[config.mk]
export PLATFORM = sky130hd
export DESIGN_NAME = pcie_config_id_and_caps
export DESIGN_NICKNAME = d
export VERILOG_FILES = /design/src/cfg_id_pkg.sv /design/src/tick_divider.sv /design/src/cto_limit.sv /design/src/pcie_config_id_and_caps.sv
export SDC_FILE = /design/constraint.sdc
export NUM_CORES = 1
export LEC_CHECK = 0
export BUFFER_PORTS_ARGS = -buffer_cell sky130_fd_sc_hd__buf_4
export CAP_MARGIN = 20
export CORE_AREA = 2 2 181 183
export CTS_BUF_LIST = sky130_fd_sc_hd__clkbuf_4
export CTS_CLUSTER_DIAMETER = 30
export CTS_CLUSTER_SIZE = 16
export DETAILED_ROUTE_END_ITERATION = 8
export DIE_AREA = 0 0 183 185
export HOLD_SLACK_MARGIN = 0.03
export PLACE_DENSITY = 0.57
export REMOVE_ABC_BUFFERS = 1
export SLEW_MARGIN = 15
export SYNTH_ARGS = -nofsm -noshare
export SYNTH_HDL_FRONTEND = slang
export SYNTH_SLANG_ARGS = --single-unit
[constraint.sdc]
create_clock -name clk_i -period 3.6 [get_ports clk_i]
set_input_delay 0.36 -clock clk_i [delete_from_list [all_inputs] [get_ports clk_i]]
set_output_delay 0.36 -clock clk_i [all_outputs]
set_load 0.01 [all_outputs]
[src/cfg_id_pkg.sv]
// Package: constants, register map and carriers of the identification block
package cfg_id_pkg;

    // ****************************************************************
    // Register offsets (byte addresses of configuration space)
    // ****************************************************************
    localparam logic [11:0] OFS_ID_WORD    = 12'h000;
    localparam logic [11:0] OFS_CLASS_WORD = 12'h008;
    localparam logic [11:0] OFS_BOARD_WORD = 12'h02C;
    localparam logic [11:0] OFS_FUNC_CAP   = 12'h084;
    localparam logic [11:0] OFS_FUNC_CAP2  = 12'h0A4;
    localparam logic [11:0] OFS_FUNC_CTL2  = 12'h0A8;

    // ****************************************************************
    // Field positions
    // ****************************************************************
    localparam int POS_FUNC_ID      = 16;
    localparam int POS_CLASS        = 8;
    localparam int POS_BOARD_FUNC   = 16;
    localparam int POS_CTL2_DISABLE = 4;
    localparam int FORBIDDEN_VENDOR_W = 16;
    localparam logic [15:0] FORBIDDEN_VENDOR = 16'hFFFF;

    // ****************************************************************
    // Reset values (identification values are arbitrary)
    // ****************************************************************
    localparam logic [15:0] RST_MAKER       = 16'h1AB4;
    localparam logic [15:0] RST_FUNCTION    = 16'h5C21;
    localparam logic [7:0]  RST_REVISION    = 8'h3E;
    localparam logic [23:0] RST_CLASS       = 24'h0B4200;
    localparam logic [15:0] RST_BOARD_MAKER = 16'h2D17;
    localparam logic [15:0] RST_BOARD_FUNC  = 16'h6A09;
    localparam logic [2:0]  PAYLOAD_128     = 3'h0;
    localparam logic [2:0]  PAYLOAD_256     = 3'h1;
    localparam logic [3:0]  RANGES_ALL      = 4'hF;
    localparam logic [3:0]  CTO_DEFAULT_ENC = 4'h0;

    // ****************************************************************
    // Timing: completion timeout limits in microseconds
    // ****************************************************************
    localparam int CLK_PERIOD_NS = 4;
    localparam int TICK_NS       = 1000;
    localparam int TICK_CYCLES   = TICK_NS / CLK_PERIOD_NS;
    localparam logic [25:0] CTO_DEF_US = 26'h000C350;  // 50 ms
    localparam logic [25:0] CTO_A_LO_US = 26'h0000032; // 50 us
    localparam logic [25:0] CTO_A_HI_US = 26'h0002710; // 10 ms
    localparam logic [25:0] CTO_B_HI_US = 26'h003D090; // 250 ms
    localparam logic [25:0] CTO_C_HI_US = 26'h03D0900; // 4 s
    localparam logic [25:0] CTO_D_HI_US = 26'h3D09000; // 64 s

    // ****************************************************************
    // Enumerations and carriers
    // ****************************************************************
    typedef enum logic [1:0] {
        FUNC_ENDPOINT  = 2'b00,
        FUNC_ROOT_PORT = 2'b01,
        FUNC_OTHER     = 2'b10
    } func_kind_t;

    typedef enum logic [2:0] {
        SEL_MAKER       = 3'h0,
        SEL_FUNCTION    = 3'h1,
        SEL_REVISION    = 3'h2,
        SEL_CLASS       = 3'h3,
        SEL_BOARD_MAKER = 3'h4,
        SEL_BOARD_FUNC  = 3'h5,
        SEL_PAYLOAD     = 3'h6
    } rcfg_sel_t;

    typedef struct packed {
        logic        valid;
        logic        write;
        logic [11:0] addr;
        logic [3:0]  be;
        logic [31:0] wdata;
    } cfg_req_t;

    typedef struct packed {
        logic      valid;
        rcfg_sel_t sel;
        logic [23:0] data;
    } rcfg_req_t;

    typedef struct packed {
        logic [15:0] maker;
        logic [15:0] function_id;
        logic [7:0]  revision;
        logic [23:0] class_code;
        logic [15:0] board_maker;
        logic [15:0] board_function;
        logic [2:0]  payload;
    } id_regs_t;

endpackage : cfg_id_pkg

[src/tick_divider.sv]
// Divider that makes a one-cycle enable pulse every CYCLES clocks
`timescale 1ns/10ps
`default_nettype none

module tick_divider #(
    parameter int CYCLES = 250
) (
    input  wire logic clk_i,
    input  wire logic rst_n_i,
    input  wire logic run_i,
    output logic      tick_o
);

    typedef struct packed {
        logic [15:0] count;
        logic        tick;
    } div_state_t;

    localparam logic [15:0] LAST = 16'(CYCLES - 1);

    div_state_t state;
    div_state_t next_state;

    always_comb
    begin
        next_state      = state;
        next_state.tick = 1'b0;
        if (!run_i)
        begin
            next_state.count = 16'h0000;
        end
        else if (state.count == LAST)
        begin
            next_state.count = 16'h0000;
            next_state.tick  = 1'b1;
        end
        else
        begin
            next_state.count = state.count + 16'h0001;
        end
    end

    always_ff @(posedge clk_i or negedge rst_n_i)
    begin
        if (!rst_n_i)
        begin
            state <= '0;
        end
        else
        begin
            state <= next_state;
        end
    end

    assign tick_o = state.tick;

endmodule : tick_divider

`default_nettype wire

[src/cto_limit.sv]
// Decoder from completion timeout encoding to a limit in microseconds
`timescale 1ns/10ps
`default_nettype none

module cto_limit (
    input  wire logic [3:0]  enc_i,
    input  wire logic [3:0]  ranges_i,
    output logic      [25:0] limit_us_o
);

    logic       supported;
    logic [1:0] group;

    always_comb
    begin
        group      = enc_i[3:2];
        supported  = ranges_i[group] &&
                     (enc_i[1:0] == 2'b01 || enc_i[1:0] == 2'b10);
        limit_us_o = cfg_id_pkg::CTO_DEF_US;
        if (supported)
        begin
            case (enc_i)
                4'h1:    limit_us_o = cfg_id_pkg::CTO_A_LO_US;
                4'h2:    limit_us_o = cfg_id_pkg::CTO_A_HI_US;
                4'h5:    limit_us_o = cfg_id_pkg::CTO_A_HI_US;
                4'h6:    limit_us_o = cfg_id_pkg::CTO_B_HI_US;
                4'h9:    limit_us_o = cfg_id_pkg::CTO_B_HI_US;
                4'hA:    limit_us_o = cfg_id_pkg::CTO_C_HI_US;
                4'hD:    limit_us_o = cfg_id_pkg::CTO_C_HI_US;
                4'hE:    limit_us_o = cfg_id_pkg::CTO_D_HI_US;
                default: limit_us_o = cfg_id_pkg::CTO_DEF_US;
            endcase
        end
    end

endmodule : cto_limit

`default_nettype wire

[src/pcie_config_id_and_caps.sv]
// Identification and capability registers of one configuration function
//
// Behaviour
// Maker identifier, 16 bits, read-only at 0x000 low half.
// Maker identifier value 0xFFFF is refused; old value kept.
// Function identifier, 16 bits, read-only at 0x000 high half.
// Silicon revision, 8 bits, read-only at 0x008 low byte.
// Function class, 24 bits, read-only at 0x008 upper bytes.
// Board maker identifier at 0x02C, read-only, never 0xFFFF.
// Board maker identifier exists only for type 0 endpoints.
// Board function identifier at 0x02C only for type 0 endpoints.
// Reconfiguration port replaces identifiers; link side stays read-only.
// Max payload 128 or 256, default 128, read-only at 0x084[2:0].
// Timeout ranges advertised only for root ports, requesting endpoints.
// Selected timeout and disable taken from control register 0x0A8.
// Ranges A 50us-10ms, B 10ms-250ms, C 250ms-4s supported.
// Range D spans 4 s to 64 s.
// Range field patterns: 0001 A, 0011 A+B, 1111 all four.
// Link writes to identification and capability fields are ignored.
`timescale 1ns/10ps
`default_nettype none

module pcie_config_id_and_caps #(
    parameter cfg_id_pkg::func_kind_t FUNC_KIND = cfg_id_pkg::FUNC_ENDPOINT,
    parameter logic       ISSUES_REQUESTS = 1'b1,
    parameter logic       PAYLOAD_IS_256  = 1'b0,
    parameter logic [3:0] CTO_RANGES      = cfg_id_pkg::RANGES_ALL,
    parameter int         TICK_CYCLES     = cfg_id_pkg::TICK_CYCLES
) (
    input  wire logic                  clk_i,
    input  wire logic                  rst_n_i,
    input  wire cfg_id_pkg::cfg_req_t  cfg_req_i,
    output logic                       cfg_ack_o,
    output logic                [31:0] cfg_rdata_o,
    input  wire cfg_id_pkg::rcfg_req_t rcfg_req_i,
    output logic                       rcfg_reject_o,
    input  wire logic                  cpl_pending_i,
    output logic                       cpl_timeout_o
);

    // ****************************************************************
    // Types and state
    // ****************************************************************
    typedef enum logic [1:0] {
        TMR_IDLE    = 2'b00,
        TMR_COUNT   = 2'b01,
        TMR_EXPIRED = 2'b10
    } tmr_state_t;

    typedef struct packed {
        cfg_id_pkg::id_regs_t ids;
        logic [3:0]           ctl2_value;
        logic                 ctl2_disable;
        logic                 ack;
        logic [31:0]          rdata;
        logic                 reject;
        tmr_state_t           tmr;
        logic [25:0]          us_count;
        logic                 timeout;
    } state_t;

    state_t state;
    state_t next_state;

    logic        type0_endpoint;
    logic        ranges_allowed;
    logic [3:0]  ranges_field;
    logic [2:0]  payload_default;
    logic [25:0] limit_us;
    logic        tick;
    logic        timer_run;
    logic [9:0]  word_addr;
    logic        ctl2_hit;
    logic        payload_init_done;

    // ****************************************************************
    // Static configuration decode, access address decode and timer run
    // ****************************************************************
    assign type0_endpoint = (FUNC_KIND == cfg_id_pkg::FUNC_ENDPOINT);
    assign ranges_allowed = (FUNC_KIND == cfg_id_pkg::FUNC_ROOT_PORT) ||
                            (type0_endpoint && ISSUES_REQUESTS);
    assign ranges_field   = ranges_allowed ? CTO_RANGES : 4'h0;
    assign payload_default = PAYLOAD_IS_256 ? cfg_id_pkg::PAYLOAD_256
                                            : cfg_id_pkg::PAYLOAD_128;
    assign word_addr      = cfg_req_i.addr[11:2];
    assign ctl2_hit       = (word_addr == cfg_id_pkg::OFS_FUNC_CTL2[11:2]);
    assign timer_run      = (state.tmr == TMR_COUNT);

    // ****************************************************************
    // Timebase and timeout limit
    // ****************************************************************
    tick_divider #(
        .CYCLES (TICK_CYCLES)
    ) u_tick (
        .clk_i   (clk_i),
        .rst_n_i (rst_n_i),
        .run_i   (timer_run),
        .tick_o  (tick)
    );

    cto_limit u_limit (
        .enc_i      (state.ctl2_value),
        .ranges_i   (ranges_field),
        .limit_us_o (limit_us)
    );

    // ****************************************************************
    // Next state
    // ****************************************************************
    always_comb
    begin
        next_state         = state;
        next_state.ack     = 1'b0;
        next_state.reject  = 1'b0;
        next_state.timeout = 1'b0;

        // Reconfiguration port writes
        if (rcfg_req_i.valid)
        begin
            case (rcfg_req_i.sel)
                cfg_id_pkg::SEL_MAKER:
                begin
                    if (rcfg_req_i.data[15:0] ==
                        cfg_id_pkg::FORBIDDEN_VENDOR)
                    begin
                        next_state.reject = 1'b1;
                    end
                    else
                    begin
                        next_state.ids.maker = rcfg_req_i.data[15:0];
                    end
                end
                cfg_id_pkg::SEL_FUNCTION:
                begin
                    next_state.ids.function_id = rcfg_req_i.data[15:0];
                end
                cfg_id_pkg::SEL_REVISION:
                begin
                    next_state.ids.revision = rcfg_req_i.data[7:0];
                end
                cfg_id_pkg::SEL_CLASS:
                begin
                    next_state.ids.class_code = rcfg_req_i.data;
                end
                cfg_id_pkg::SEL_BOARD_MAKER:
                begin
                    if (rcfg_req_i.data[15:0] ==
                        cfg_id_pkg::FORBIDDEN_VENDOR)
                    begin
                        next_state.reject = 1'b1;
                    end
                    else
                    begin
                        next_state.ids.board_maker = rcfg_req_i.data[15:0];
                    end
                end
                cfg_id_pkg::SEL_BOARD_FUNC:
                begin
                    next_state.ids.board_function = rcfg_req_i.data[15:0];
                end
                cfg_id_pkg::SEL_PAYLOAD:
                begin
                    if (rcfg_req_i.data[2:0] == cfg_id_pkg::PAYLOAD_128 ||
                        rcfg_req_i.data[2:0] == cfg_id_pkg::PAYLOAD_256)
                    begin
                        next_state.ids.payload = rcfg_req_i.data[2:0];
                    end
                    else
                    begin
                        next_state.reject = 1'b1;
                    end
                end
                default:
                begin
                    next_state.reject = 1'b1;
                end
            endcase
        end

        // Configuration accesses from the link
        if (cfg_req_i.valid)
        begin
            next_state.ack   = 1'b1;
            next_state.rdata = 32'h0000_0000;
            if (cfg_req_i.write)
            begin
                // Only the timeout control register accepts writes
                if (ctl2_hit && cfg_req_i.be[0])
                begin
                    if (ranges_allowed)
                    begin
                        next_state.ctl2_value = cfg_req_i.wdata[3:0];
                    end
                    next_state.ctl2_disable =
                        cfg_req_i.wdata[cfg_id_pkg::POS_CTL2_DISABLE];
                end
            end
            else
            begin
                case (word_addr)
                    cfg_id_pkg::OFS_ID_WORD[11:2]:
                    begin
                        next_state.rdata = {state.ids.function_id,
                                            state.ids.maker};
                    end
                    cfg_id_pkg::OFS_CLASS_WORD[11:2]:
                    begin
                        next_state.rdata = {state.ids.class_code,
                                            state.ids.revision};
                    end
                    cfg_id_pkg::OFS_BOARD_WORD[11:2]:
                    begin
                        if (type0_endpoint)
                        begin
                            next_state.rdata = {state.ids.board_function,
                                                state.ids.board_maker};
                        end
                    end
                    cfg_id_pkg::OFS_FUNC_CAP[11:2]:
                    begin
                        next_state.rdata = {29'h0000_0000,
                                            state.ids.payload};
                    end
                    cfg_id_pkg::OFS_FUNC_CAP2[11:2]:
                    begin
                        next_state.rdata = {28'h000_0000,
                                            ranges_field};
                    end
                    cfg_id_pkg::OFS_FUNC_CTL2[11:2]:
                    begin
                        next_state.rdata = {27'h000_0000,
                                            state.ctl2_disable,
                                            state.ctl2_value};
                    end
                    default:
                    begin
                        next_state.rdata = 32'h0000_0000;
                    end
                endcase
            end
        end

        // Completion timeout timer
        case (state.tmr)
            TMR_IDLE:
            begin
                next_state.us_count = 26'h000_0000;
                if (cpl_pending_i && !state.ctl2_disable)
                begin
                    next_state.tmr = TMR_COUNT;
                end
            end
            TMR_COUNT:
            begin
                if (!cpl_pending_i || state.ctl2_disable)
                begin
                    next_state.tmr = TMR_IDLE;
                end
                else if (tick)
                begin
                    if (state.us_count + 26'h000_0001 >= limit_us)
                    begin
                        next_state.tmr     = TMR_EXPIRED;
                        next_state.timeout = 1'b1;
                    end
                    else
                    begin
                        next_state.us_count = state.us_count + 26'h000_0001;
                    end
                end
            end
            TMR_EXPIRED:
            begin
                if (!cpl_pending_i)
                begin
                    next_state.tmr = TMR_IDLE;
                end
            end
            default:
            begin
                next_state.tmr = TMR_IDLE;
            end
        endcase
    end

    // ****************************************************************
    // State register
    // ****************************************************************
    always_ff @(posedge clk_i or negedge rst_n_i)
    begin
        if (!rst_n_i)
        begin
            state                    <= '0;
            state.ids.maker          <= cfg_id_pkg::RST_MAKER;
            state.ids.function_id    <= cfg_id_pkg::RST_FUNCTION;
            state.ids.revision       <= cfg_id_pkg::RST_REVISION;
            state.ids.class_code     <= cfg_id_pkg::RST_CLASS;
            state.ids.board_maker    <= cfg_id_pkg::RST_BOARD_MAKER;
            state.ids.board_function <= cfg_id_pkg::RST_BOARD_FUNC;
            state.ids.payload        <= cfg_id_pkg::PAYLOAD_128;
            state.ctl2_value         <= cfg_id_pkg::CTO_DEFAULT_ENC;
            state.tmr                <= TMR_IDLE;
        end
        else
        begin
            state <= next_state;
            // Build-time payload choice reloads once at release
            if (!payload_init_done)
            begin
                state.ids.payload <= payload_default;
            end
        end
    end

    // ****************************************************************
    // Payload parameter load after reset release
    // ****************************************************************

    always_ff @(posedge clk_i or negedge rst_n_i)
    begin
        if (!rst_n_i)
        begin
            payload_init_done <= 1'b0;
        end
        else
        begin
            payload_init_done <= 1'b1;
        end
    end

    // ****************************************************************
    // Outputs
    // ****************************************************************
    assign cfg_ack_o     = state.ack;
    assign cfg_rdata_o   = state.rdata;
    assign rcfg_reject_o = state.reject;
    assign cpl_timeout_o = state.timeout;

endmodule : pcie_config_id_and_caps

`default_nettype wire

**Word-level counts from Yosys, hierarchy flattened**

Memories as Yosys holds them, arrays and structs flattened.
Cells that the tools add are included.

- Register bits: 185
- Memory bits (read-only): 368
- Input port bits: 81
- Word-level logic and storage cells: 106
- Memories kept: 1

Memories:

| name | words | bits a word | rd ports | clocked after Yosys merged registers in | write ports | line | RTL |
|---|---|---|---|---|---|---|---|
| (no name shown) | 16 | 23 | 1 | 0 | 0 | cto_limit.sv:22 | `case (enc_i)` |

- Add/subtract/negate cells: 2
- $lt $le $gt $ge: 2
- Equal/unequal tests: 28
- Mux-type cells: 29
- Bitwise operators: 1
- Reductions and logical operators: 25

Operator list:

| kind | number |
|---|---|
| 32-bit one-hot mux with 6 select lines | 1 |
| 26-bit two-way mux | 2 |
| 26-bit one-hot mux with 2 select lines | 1 |
| 33-bit two-way mux | 1 |
| 16-bit two-way mux | 2 |
| 32-bit two-way mux | 1 |
| 10-bit by 6-bit == test with 1-bit output (second input constant) | 3 |
| 29-bit two-way mux | 1 |
| 27-bit two-way mux | 1 |
| 26-bit by 1-bit adder with 26-bit output (second input constant) | 1 |
| 26-bit greater-or-equal comparator | 1 |
| 16-bit by 1-bit adder with 16-bit output (second input constant) | 1 |
| 16-bit == test (second input constant) | 1 |
| 16-bit by 8-bit == test with 1-bit output (second input constant) | 1 |
| 3-bit two-way mux | 4 |
| 2-bit inequality test (second input constant) | 6 |
| 3-bit AND reduction | 4 |
| 10-bit by 2-bit == test with 1-bit output (second input constant) | 1 |
| 10-bit by 4-bit == test with 1-bit output (second input constant) | 1 |
| 10-bit zero test | 1 |
| 3-bit == test (second input constant) | 3 |
| 1-bit two-way mux | 8 |
| 2-bit two-way mux | 4 |
| 2-bit AND reduction | 4 |
| 20 further kinds | 33 |

**Depth between registers and ports, before layout**

Gate-level depths: netlist of run 1.

- Depth in word-level cells: 9
- Mapped depth: 15
- Depth with buffers taken out: 13

**Cells and area by module**

A second synthesis of run 1 with hierarchy kept.

- Cell total of the unflattened synthesis: 943
- Area total of the unflattened synthesis: 10062.2 um^2

Modules (own cells, without submodules):

| module | instances | cells an instance | area each (um^2) | sequential area each (um^2) |
|---|---|---|---|---|
| pcie_config_id_and_caps | 1 | 809 | 8861.0 | 4250.3 |
| tick_divider | 1 | 84 | 835.8 | 425.4 |
| cto_limit | 1 | 50 | 365.4 | 0.0 |

**Worst setup path before layout of run 1**

No wires, ideal clock.

- Kind: register to register
- Start point: register state[1] (netlist bit)
- End point: register state[14] (netlist bit)
- Setup time: 124 ps
- Arrival: 3408 ps
- Required time: 3476 ps
- Setup slack: 68 ps
- Stages on the path, launching flop included: 16
- Path buffers: 2
- Period minus slack after synthesis: 3532 ps
- Cell sequence: dfrtp_1 -> ha_1 -> nand3_1 -> or2_2 -> clkbuf_1 -> nor2b_1 -> nand3_1 -> xnor2_1 -> ha_1 -> nand4_1 -> nor4_1 -> nand4_1 -> o211ai_1 -> clkbuf_1 -> nor4_1 -> a211o_1

- Longest elaborated chain between the ends: 5
- Elaborated cells on any way between the ends: 8

Ends and longest elaborated chain:

| item | line | RTL |
|---|---|---|
| start: declaration | pcie_config_id_and_caps.sv:62 | `state_t state;` |
| start signal: assignment | pcie_config_id_and_caps.sv:306 | `state <= next_state;` |
| 26-bit by 1-bit adder with 26-bit output * | pcie_config_id_and_caps.sv:261, pcie_config_id_and_caps.sv:268 |  |
| branches (longest 4 deep; another with 26-bit greater-or-equal comparator) | - |  |

Mark *: on every way between the ends. The select of a mux whose other input is x is not followed.
A chain may end at the register's enable or synchronous reset.

**Final worst setup path of run 1**

- Start point: register state[1] (netlist bit)
- End point: register state[20] (netlist bit)

Same word-level chain as after synthesis.

==> results.toml, run 1 <==
[job]
drv_cap = 0

[setup_path]
critPathRequiredTime_ns = 4.11
cpPeakStageDelay_ns = 0.39
cp_max_fo = 5
r2r_slack_ns = 0.24
cp_cell_sequence = "ha_2 > nand3_2 > or2_4 > nor3_1 > nand2b_1 > nand2_1 > ha_1 > and2_0 > a221o_1 > a21oi_1 > o2111ai_2 > buf_4 > buf_4 > and3_1 > a21o_1"
setup.worst_path.end_class = "register"
startpoint_type = "register"
path_class = "reg2reg"
crit_arrival_ns = 3.87
cpMaxStageDelayCell = "dfrtp_1"
crit_top_cell = "buf_4"

[timing]
fmax_mhz = 297
worstMarginPinSlew_ns = 0.920
fin_skew_ns = 0.0189
maxSlewHeadroom_pct = 38.3
fin_setup_tns_ns = 0
fin_crit_sh_pct = 93.4
hold_viol = 0
min_period_ns = 3.36
timing.final.ws_setup_ns = 0.236
rsz0062_at_grt = "false"
slew_violations = 0
setup_viol = 0

[logic_synthesis]
ys_warn_count = 0
yosysSeqAreaShare_pct = 49.4
syn_inst = 879
synth-main-ff-cell = "dfrtp_1"
yosys.area.top_type = "dfrtp_1"
syn_avg_cell_area_um2 = 10.8
ys_seq_elements = 185
async_flop_share_pct = 100
synth_top_area_share_pct = 39.1
yosysMostFrequentCell = "dfrtp_1"
synth-edff-count = 0
yosysUniqueCellTypes = 59
synthTopCellsByArea = "dfrtp_1 39%, mux2_2 12%, dfstp_2 10%, ha_1 4.0%, mux2i_1 3.6%"
synth_common_cells = "148 x dfrtp_1, 99 x mux2_2, 61 x nor2_1"
netlist_area_um2 = 9460

[drt]
num_vias = 6814
drc = 0
drt-wirelength-per-cell_um = 16.1
first_iter_violations = 366
via_per_inst = 4.85
dr.pass1.iters = 7
drtAntennaViolNets = 0
finalWirelength_um = 22600

[layout]
n_fill_cell = 3209
synthToLayoutAreaGrowth_pct = 18.8
post-route-util_pct = 35.1
drive_gt1_share_pct = 31.7
layout.nets = 1094
final_cells = 1405

[pwr]
power.density_nw_per_um2 = 373
p_leak_nw = 5.07
irDropWorstVdd_mv = 0.182

[floorplan]
fp.coreArea_um2 = 32000
fp.dieW_um = 183
num_rows = 66
fp.dieArea_um2 = 33900
initial_utilization_pct = 29.5
die_h_um = 185
ios = 116

[clocking]
htree_levels = 4
clk_path_buf_depth = 2
cts.sinks = 185
cts_buffers = 17
insertion_delay_ns = 0.62
cts_tree = "yes"
root_buffer = "clkbuf_4"
path_clk_slew_ns = 0.16

[global_routing]
first_global_vias = 6931
grt_max_degree = 91
track_usage_pct = 13.8
antenna_found_initial = 1
grt_pass1_wl_um = 36900
overflow = 0

[run_status]
status = "finished clean"

[placed_design]
hpwl_um = 15400
io_buffers = 83
dp_slack_ns = 0.108
place_congestion = 0.798
dp.cells = 1337

[hold_path]
min_path_type = "in2reg"
==> cells by family after synthesis <==
| family | Yosys count | synth area share [%] |
|---|---|---|
| AOI/OAI and AO/OA | 136 | 9.14 |
| xor gates and xnor gates | 31 | 2.87 |
| adders and majority gates | 30 | 3.97 |
| buffers and inverters | 122 | 6.26 |
| DFF | 185 | 49.4 |
| muxes | 133 | 15.4 |
| other | 1 | 0.0396 |
| and+or+nand+nor | 241 | 12.9 |
==> area by class of cell <==
cell class	count	area [µm²]	area share [%]
antenna	1	2.50	0.0223
clock buffer	17	128	1.14
clock inverter	15	176	1.57
inverter	46	173	1.54
multi-input combinational	572	4280	38.0
sequential	185	4680	41.6
tap	408	510	4.54
timing repair buffer	161	1300	11.6
==> through the flow <==
step                hold slack (ns)  area, µm²  total power (W)
floorplan                    0.0644       9040          0.00282
global placement              0.457      10500          0.00301
detailed placement            0.455      10500          0.00304
CTS                          0.0658      11200          0.00427
global route                 0.0951      11200          0.00442
finish                        0.120      11200          0.00419
==> what timing repair did <==
action	CTS	global route
resized for setup	0	13
hold endpoints to repair	162	0
buffers inserted	0	2
setup endpoints to repair	0	28
hold buffers	34	0
==> report_power, final <==
part	total [W]	internal, W	switching (W)
clock network	0.00117	0.000326	0.000845
logic	0.000518	0.000300	0.000217
registers	0.00250	0.00238	0.000118
total	0.00419	0.00301	0.00118
==> routing by layer <==
| layer | part of all wire, % | up-vias | track usage, % |
|---|---|---|---|
| met1 | 48 | 3412 | 18.6 |
| met3 | 3.7 | 22 | 2.69 |
| met2 | 47 | 101 | 22.3 |
| met5 | 0 | - | 0 |
| li1 | - | 3279 | - |
| met4 | 1.8 | 0 | 4.70 |
==> state kept, by name, summed over array words and instances (netlist names) <==
| signal | flops |
|---|---|
| payload_init_done | 1 |
| cpl_timeout_o | 1 |
| u_tick.tick_o | 1 |
| rcfg_reject_o | 1 |
| state | 132 |
| cfg_ack_o | 1 |
| cfg_rdata_o | 32 |
| u_tick.state | 16 |
==> final timing paths <==
kind / startpoint / end / depth (start not counted)
max: state[1] / state[20] / 15
max in group asynchronous: rst_n_i / state[89] / 3
max reg2reg: state[1] / state[20] / 15
min reg2reg: u_tick.tick_o / state[27] / 1
min in group asynchronous: rst_n_i / u_tick.state[14] / 2
min: cfg_req_i[48] / cfg_rdata_o[2] / 3
==> layout by cell type (no fill, tap or decap), drive strengths merged, types with 21 or more instances in the layout <==
cell,n
dfrtp,148
buf,126
mux2,99
nor2,62
nand2,52
inv,52
a21oi,42
dfstp,37
mux2i,34
dlygate4sd3,34
o22ai,32
ha,30
nand3,28
and3,23
xnor2,21
==> worst max-delay path, delay by kind of cell (launching register included) <==
family,cells,cell delay [ns]
and+or+nand+nor,7,1.14
AOI/OAI and AO/OA,4,0.90
adders and majority gates,2,0.48
DFF,1,0.39
buffers and inverters,2,0.36
No activity file was read; power rests on OpenSTA's default activity.
==> run 2, diff against run 1 <==
--- a/config.mk
+++ b/config.mk
@@ -13,6 +13,7 @@
 export CTS_CLUSTER_SIZE = 16
 export DETAILED_ROUTE_END_ITERATION = 8
 export DIE_AREA = 0 0 183 185
+export GPL_TIMING_DRIVEN = 0
 export HOLD_SLACK_MARGIN = 0.03
 export PLACE_DENSITY = 0.57
 export REMOVE_ABC_BUFFERS = 1
==> run 2 against run 1 <==
Sequential cell count unchanged. Critical path depth unchanged. Power up 0.75%. Critical endpoint is now state[26]. Highest routed layer unchanged.
==> results.toml, run 2 (same netlist as run 1, synthesis figures left out) <==
[layout]
final_cell_mix = "145 x dfrtp_1, 110 x buf_4, 98 x mux2_2, 60 x nor2_1, 52 x nand2_1"
largest_reg_flops = 132
n_fill_cell = 3203
final_common_cell = "dfrtp_1"
drive_gt1_share_pct = 32.8
top_register = "state"
synthToLayoutAreaGrowth_pct = 21.0
layout.nets = 1090
post-route-util_pct = 35.7

[drt]
via_per_inst = 4.86
finalWirelength_um = 22500
drtAntennaViolNets = 0
num_vias = 6803
drt-wirelength-per-cell_um = 16.1
dr.pass1.iters = 4
first_iter_violations = 368
drc = 0

[clocking]
clk_path_buf_depth = 2
insertion_delay_ns = 0.60
cts.sinks = 185
htree_levels = 4
cts_tree = "yes"
cts_buffers = 17
root_buffer = "clkbuf_4"
path_clk_slew_ns = 0.16

[job]
drv_cap = 0

[timing]
fin_crit_sh_pct = 98.8
hold_viol = 0
timing.final.ws_setup_ns = 0.0432
rsz0062_at_grt = "true"
fin_skew_ns = 0.0199
maxSlewHeadroom_pct = 47.6
slew_violations = 0
min_period_ns = 3.56
setup_viol = 0
fmax_mhz = 281
worstMarginPinSlew_ns = 0.786

[pwr]
irDropWorstVdd_mv = 0.187
switching_share_pct = 26.0
p_int_w = 0.00312
p_sw_w = 0.00110
pwr-share-seq_pct = 59.3
power_frac_comb_pct = 12.3
p_leak_nw = 5.11
power.density_nw_per_um2 = 369
p_total_w = 0.00422
clkPwrFrac_pct = 28.4

[setup_path]
crit_top_cell = "nand4_1"
path_class = "reg2reg"
startpoint_type = "register"
cp_max_fo = 7
cp_cell_sequence = "ha_2 > nand3_2 > or2_4 > nor2b_4 > buf_6 > nand3_4 > xnor2_2 > ha_1 > nand4_1 > nor4_4 > nand4_1 > buf_4 > o2111ai_4 > buf_12 > mux2_4"
crit_family = "simple AND/OR/NAND/NOR gates"
crit_arrival_ns = 4.04
worstPathBufferInverterCount = 3
cpPeakStageDelay_ns = 0.42
cpMaxStageDelayCell = "dfrtp_1"
setup.worst_path.end_class = "register"
critPathRequiredTime_ns = 4.09

[placed_design]
dp_slack_ns = -1.07
hpwl_um = 15000
io_buffers = 83
place_congestion = 0.792

[floorplan]
fp.coreArea_um2 = 32000
num_rows = 66
fp.dieArea_um2 = 33900
fp.dieW_um = 183
die_h_um = 185
ios = 116
initial_utilization_pct = 29.5

[global_routing]
overflow = 0
grt_max_degree = 89
first_global_vias = 6660
antenna_found_initial = 1
track_usage_pct = 13.5
grt_pass1_wl_um = 35900

[run_status]
status = "finished clean"

[hold_path]
min_path_type = "in2reg"
[run 2: worst paths after layout]
kind	start	slack, ns	to	depth (start not counted)
worst min register to register	u_tick.tick_o	0.49	state[27]	1
worst max-delay path	state[2]	0.04	state[26]	15
max in group asynchronous	rst_n_i	2.28	state[131]	4
worst max register to register	state[2]	0.04	state[26]	15
worst min-delay path	rcfg_req_i[1]	0.09	state[104]	2
min in group asynchronous	rst_n_i	0.20	u_tick.state[12]	2
[run 2: what timing repair did]
action / 4_1_cts / 5_1_grt
gates cloned: 1 / 1
gates resized for setup: 16 / 16
pin swaps: 7 / 14
setup buffers: 12 / 17
setup endpoints to repair: 29 / 29
hold endpoints to repair: 165 / 1
hold buffers: 30 / 1
[run 2: layout make-up]
| type | count | area [µm²] | area share (%) |
|---|---|---|---|
| diodes | 1 | 2.50 | 0.0219 |
| clock buffers | 18 | 135 | 1.18 |
| clock inverters | 14 | 166 | 1.45 |
| inverters | 46 | 173 | 1.51 |
| multi-input cells | 573 | 4380 | 38.3 |
| flip-flops and latches | 185 | 4680 | 40.9 |
| well taps | 408 | 510 | 4.46 |
| repair buffers | 156 | 1400 | 12.2 |
[run 2: metrics by stage]
| stage | cell area, µm² | hold WS (ns) | cells | setup TNS (ns) |
|---|---|---|---|---|
| after floorplan | 9040 | 0.0644 | 803 | 0 |
| after global placement | 10200 | 0.460 | 1294 | -87.64 |
| after detailed placement | 10400 | 0.251 | 1306 | -25.58 |
| after CTS | 11200 | 0.0302 | 1381 | 0 |
| after global routing | 11500 | 0.0429 | 1401 | -1.20 |
| final | 11500 | 0.0879 | 1401 | 0 |
[run 2: per-layer routing]
metal | part of all wire, % | track usage, %
met1 | 48 | 18.4
met2 | 46 | 21.5
met4 | 1.6 | 4.22
met3 | 3.9 | 3.07
met5 | 0 | 0
[run 2: power by group through the flow]
stage / Clock (W) / Combinational, W / Sequential [W]
2_1_floorplan: 0 / 0.000312 / 0.00251
3_3_place_gp: 0 / 0.000472 / 0.00253
3_5_place_dp: 0 / 0.000503 / 0.00254
4_1_cts: 0.00125 / 0.000531 / 0.00250
5_1_grt: 0.00133 / 0.000578 / 0.00254
6_report: 0.00120 / 0.000521 / 0.00250
==> run 3, diff against run 2 <==
--- a/config.mk
+++ b/config.mk
@@ -7,15 +7,14 @@
 export LEC_CHECK = 0
 export BUFFER_PORTS_ARGS = -buffer_cell sky130_fd_sc_hd__buf_4
 export CAP_MARGIN = 20
-export CORE_AREA = 2 2 181 183
+export CORE_AREA = 2 2 144 146
 export CTS_BUF_LIST = sky130_fd_sc_hd__clkbuf_4
 export CTS_CLUSTER_DIAMETER = 30
 export CTS_CLUSTER_SIZE = 16
 export DETAILED_ROUTE_END_ITERATION = 8
-export DIE_AREA = 0 0 183 185
-export GPL_TIMING_DRIVEN = 0
+export DIE_AREA = 0 0 146 148
 export HOLD_SLACK_MARGIN = 0.03
-export PLACE_DENSITY = 0.57
+export PLACE_DENSITY = 0.72
 export REMOVE_ABC_BUFFERS = 1
 export SLEW_MARGIN = 15
 export SYNTH_ARGS = -nofsm -noshare
==> run 3 against run 2 <==
Utilization up 19 points. Critical path depth shrank 2. Sequential cell count did not move. Die area down 36%. Clock skew shrank 0.0044 ns. Global-route usage grew 6.4 points. Clock-buffer cell count up 1. Sequential power hardly changed. Critical endpoint is now state[14]. Sequential share of layout area up 1.7 points.
==> results.toml, run 3 (same netlist as run 1, synthesis figures left out) <==
[run_status]
status = "finished clean"

[timing]
fin_skew_ns = 0.0155
fin_crit_sh_pct = 95.2
setup_viol = 0
slew_violations = 0
timing.final.ws_setup_ns = 0.171
min_period_ns = 3.43
hold_viol = 0
fmax_mhz = 292
fin_setup_tns_ns = 0
rsz0062_at_grt = "false"
worstMarginPinSlew_ns = 0.664
maxSlewHeadroom_pct = 55.7

[pwr]
power.density_nw_per_um2 = 383
power_frac_comb_pct = 12.3
p_int_w = 0.00308
clkPwrFrac_pct = 28.2
pwr-share-seq_pct = 59.5
p_sw_w = 0.00113
p_total_w = 0.00421
switching_share_pct = 26.9
p_leak_nw = 5.02
irDropWorstVdd_mv = 0.197

[clocking]
path_clk_slew_ns = 0.16
cts_tree = "yes"
clk_path_buf_depth = 2
insertion_delay_ns = 0.60
root_buffer = "clkbuf_4"
cts_buffers = 17
htree_levels = 4
cts.sinks = 185

[floorplan]
ios = 116
initial_utilization_pct = 47.2
fp.dieArea_um2 = 21600
die_h_um = 148
fp.dieW_um = 146
fp.coreArea_um2 = 20000
num_rows = 52

[global_routing]
antenna_found_initial = 1
overflow = 0
grt_pass1_wl_um = 34600
track_usage_pct = 19.9
first_global_vias = 6839
grt_max_degree = 79

[placed_design]
place_congestion = 0.822
dp_slack_ns = 0.139
hpwl_um = 13900
io_buffers = 83

[job]
drv_cap = 0

[drt]
finalWirelength_um = 21000
drtAntennaViolNets = 0
dr.pass1.iters = 5
num_vias = 6850
first_iter_violations = 332
via_per_inst = 5.45
drc = 0
drt-wirelength-per-cell_um = 16.7

[layout]
top_register = "state"
drive_gt1_share_pct = 31.1
post-route-util_pct = 54.8
n_fill_cell = 1751
final_common_cell = "dfrtp_1"
multi_input_area_um2 = 4260
regArea_um2 = 4680
final_cell_mix = "148 x dfrtp_1, 117 x buf_4, 99 x mux2_2, 61 x nor2_1, 52 x nand2_1"
largest_reg_flops = 132
layout.nets = 1084
synthToLayoutAreaGrowth_pct = 16.1

[setup_path]
path_class = "reg2reg"
setup.worst_path.end_class = "register"
startpoint_type = "register"
critPathRequiredTime_ns = 4.09
cp_max_fo = 9
crit_arrival_ns = 3.92

[hold_path]
min_path_type = "in2reg"
-- run 3: cell count changes in the layout (fill, tap and decap cells not counted), sizes merged --
cell	before	now
inv	50	54
clkinvlp	4	2
buf	124	120
bufinv	2	1
clkbuf	19	20
dlygate4sd3	31	30
clkinv	4	2
o2111ai	2	1
-- run 3: metrics by stage --
stage          hold slack (ns)  cells  instance area (µm²)
6_report                0.0809   1257                11000
5_1_grt                 0.0333   1257                11000
4_1_cts                 0.0405   1254                10900
3_5_place_dp             0.426   1193                10300
3_3_place_gp             0.429   1193                10300
2_1_floorplan           0.0644    803                 9040
-- run 3: cell type report --
type / instances / area share (%)
Clock inverter: 13 / 1.39
Inverter: 46 / 1.57
Multi-Input combinational cell: 572 / 38.8
Sequential cell: 185 / 42.6
Timing Repair Buffer: 151 / 11.3
Clock buffer: 19 / 1.30
Antenna cell: 1 / 0.0228
Tap cell: 270 / 3.07
-- run 3: timing repair --
item | 4_1_cts | 5_1_grt
buffers inserted | 0 | 1
hold buffers | 29 | 1
hold endpoints to repair | 121 | 1
endpoints found under the setup margin | 0 | 27
resized for setup | 0 | 11
-- run 3: power groups by stage --
| stage | clock network (W) | logic (W) | registers [W] |
|---|---|---|---|
| detailed placement | 0 | 0.000499 | 0.00255 |
| global route | 0.00132 | 0.000571 | 0.00254 |
| global placement | 0 | 0.000481 | 0.00253 |
| finish | 0.00119 | 0.000519 | 0.00251 |
| CTS | 0.00123 | 0.000524 | 0.00251 |
| floorplan | 0 | 0.000312 | 0.00251 |
-- run 3: worst max-delay path, cell delays in order, from the launching register on --
cell	delay [ns]
dfrtp_1	0.42
inv_1	0.10
ha_1	0.33
nor2_1	0.16
nand3_1	0.16
inv_1	0.09
ha_1	0.22
a21boi_0	0.23
or4b_1	0.50
a211oi_2	0.30
o2111ai_2	0.20
and2_4	0.23
buf_12	0.13
a211o_1	0.28
-- run 3: final timing paths --
| kind | slack, ns | start | end | cells after the start |
|---|---|---|---|---|
| setup reg to reg | 0.17 | state[64] | state[14] | 13 |
| setup / recovery | 0.17 | state[64] | state[14] | 13 |
| min in group asynchronous | 0.33 | rst_n_i | u_tick.state[16] | 2 |
| max in group asynchronous | 2.44 | rst_n_i | state[147] | 3 |
| hold / removal | 0.08 | rcfg_req_i[25] | rcfg_reject_o | 3 |
| hold reg to reg | 0.49 | u_tick.tick_o | state[27] | 1 |
-- run 3: per-layer routing --
layer,vias up,wire length [µm],global-route usage [%]
li1,3256,-,-
met1,3444,9730,26.7
met2,125,10300,33.0
met3,25,724,3.67
met4,0,272,6.26
met5,-,0,0
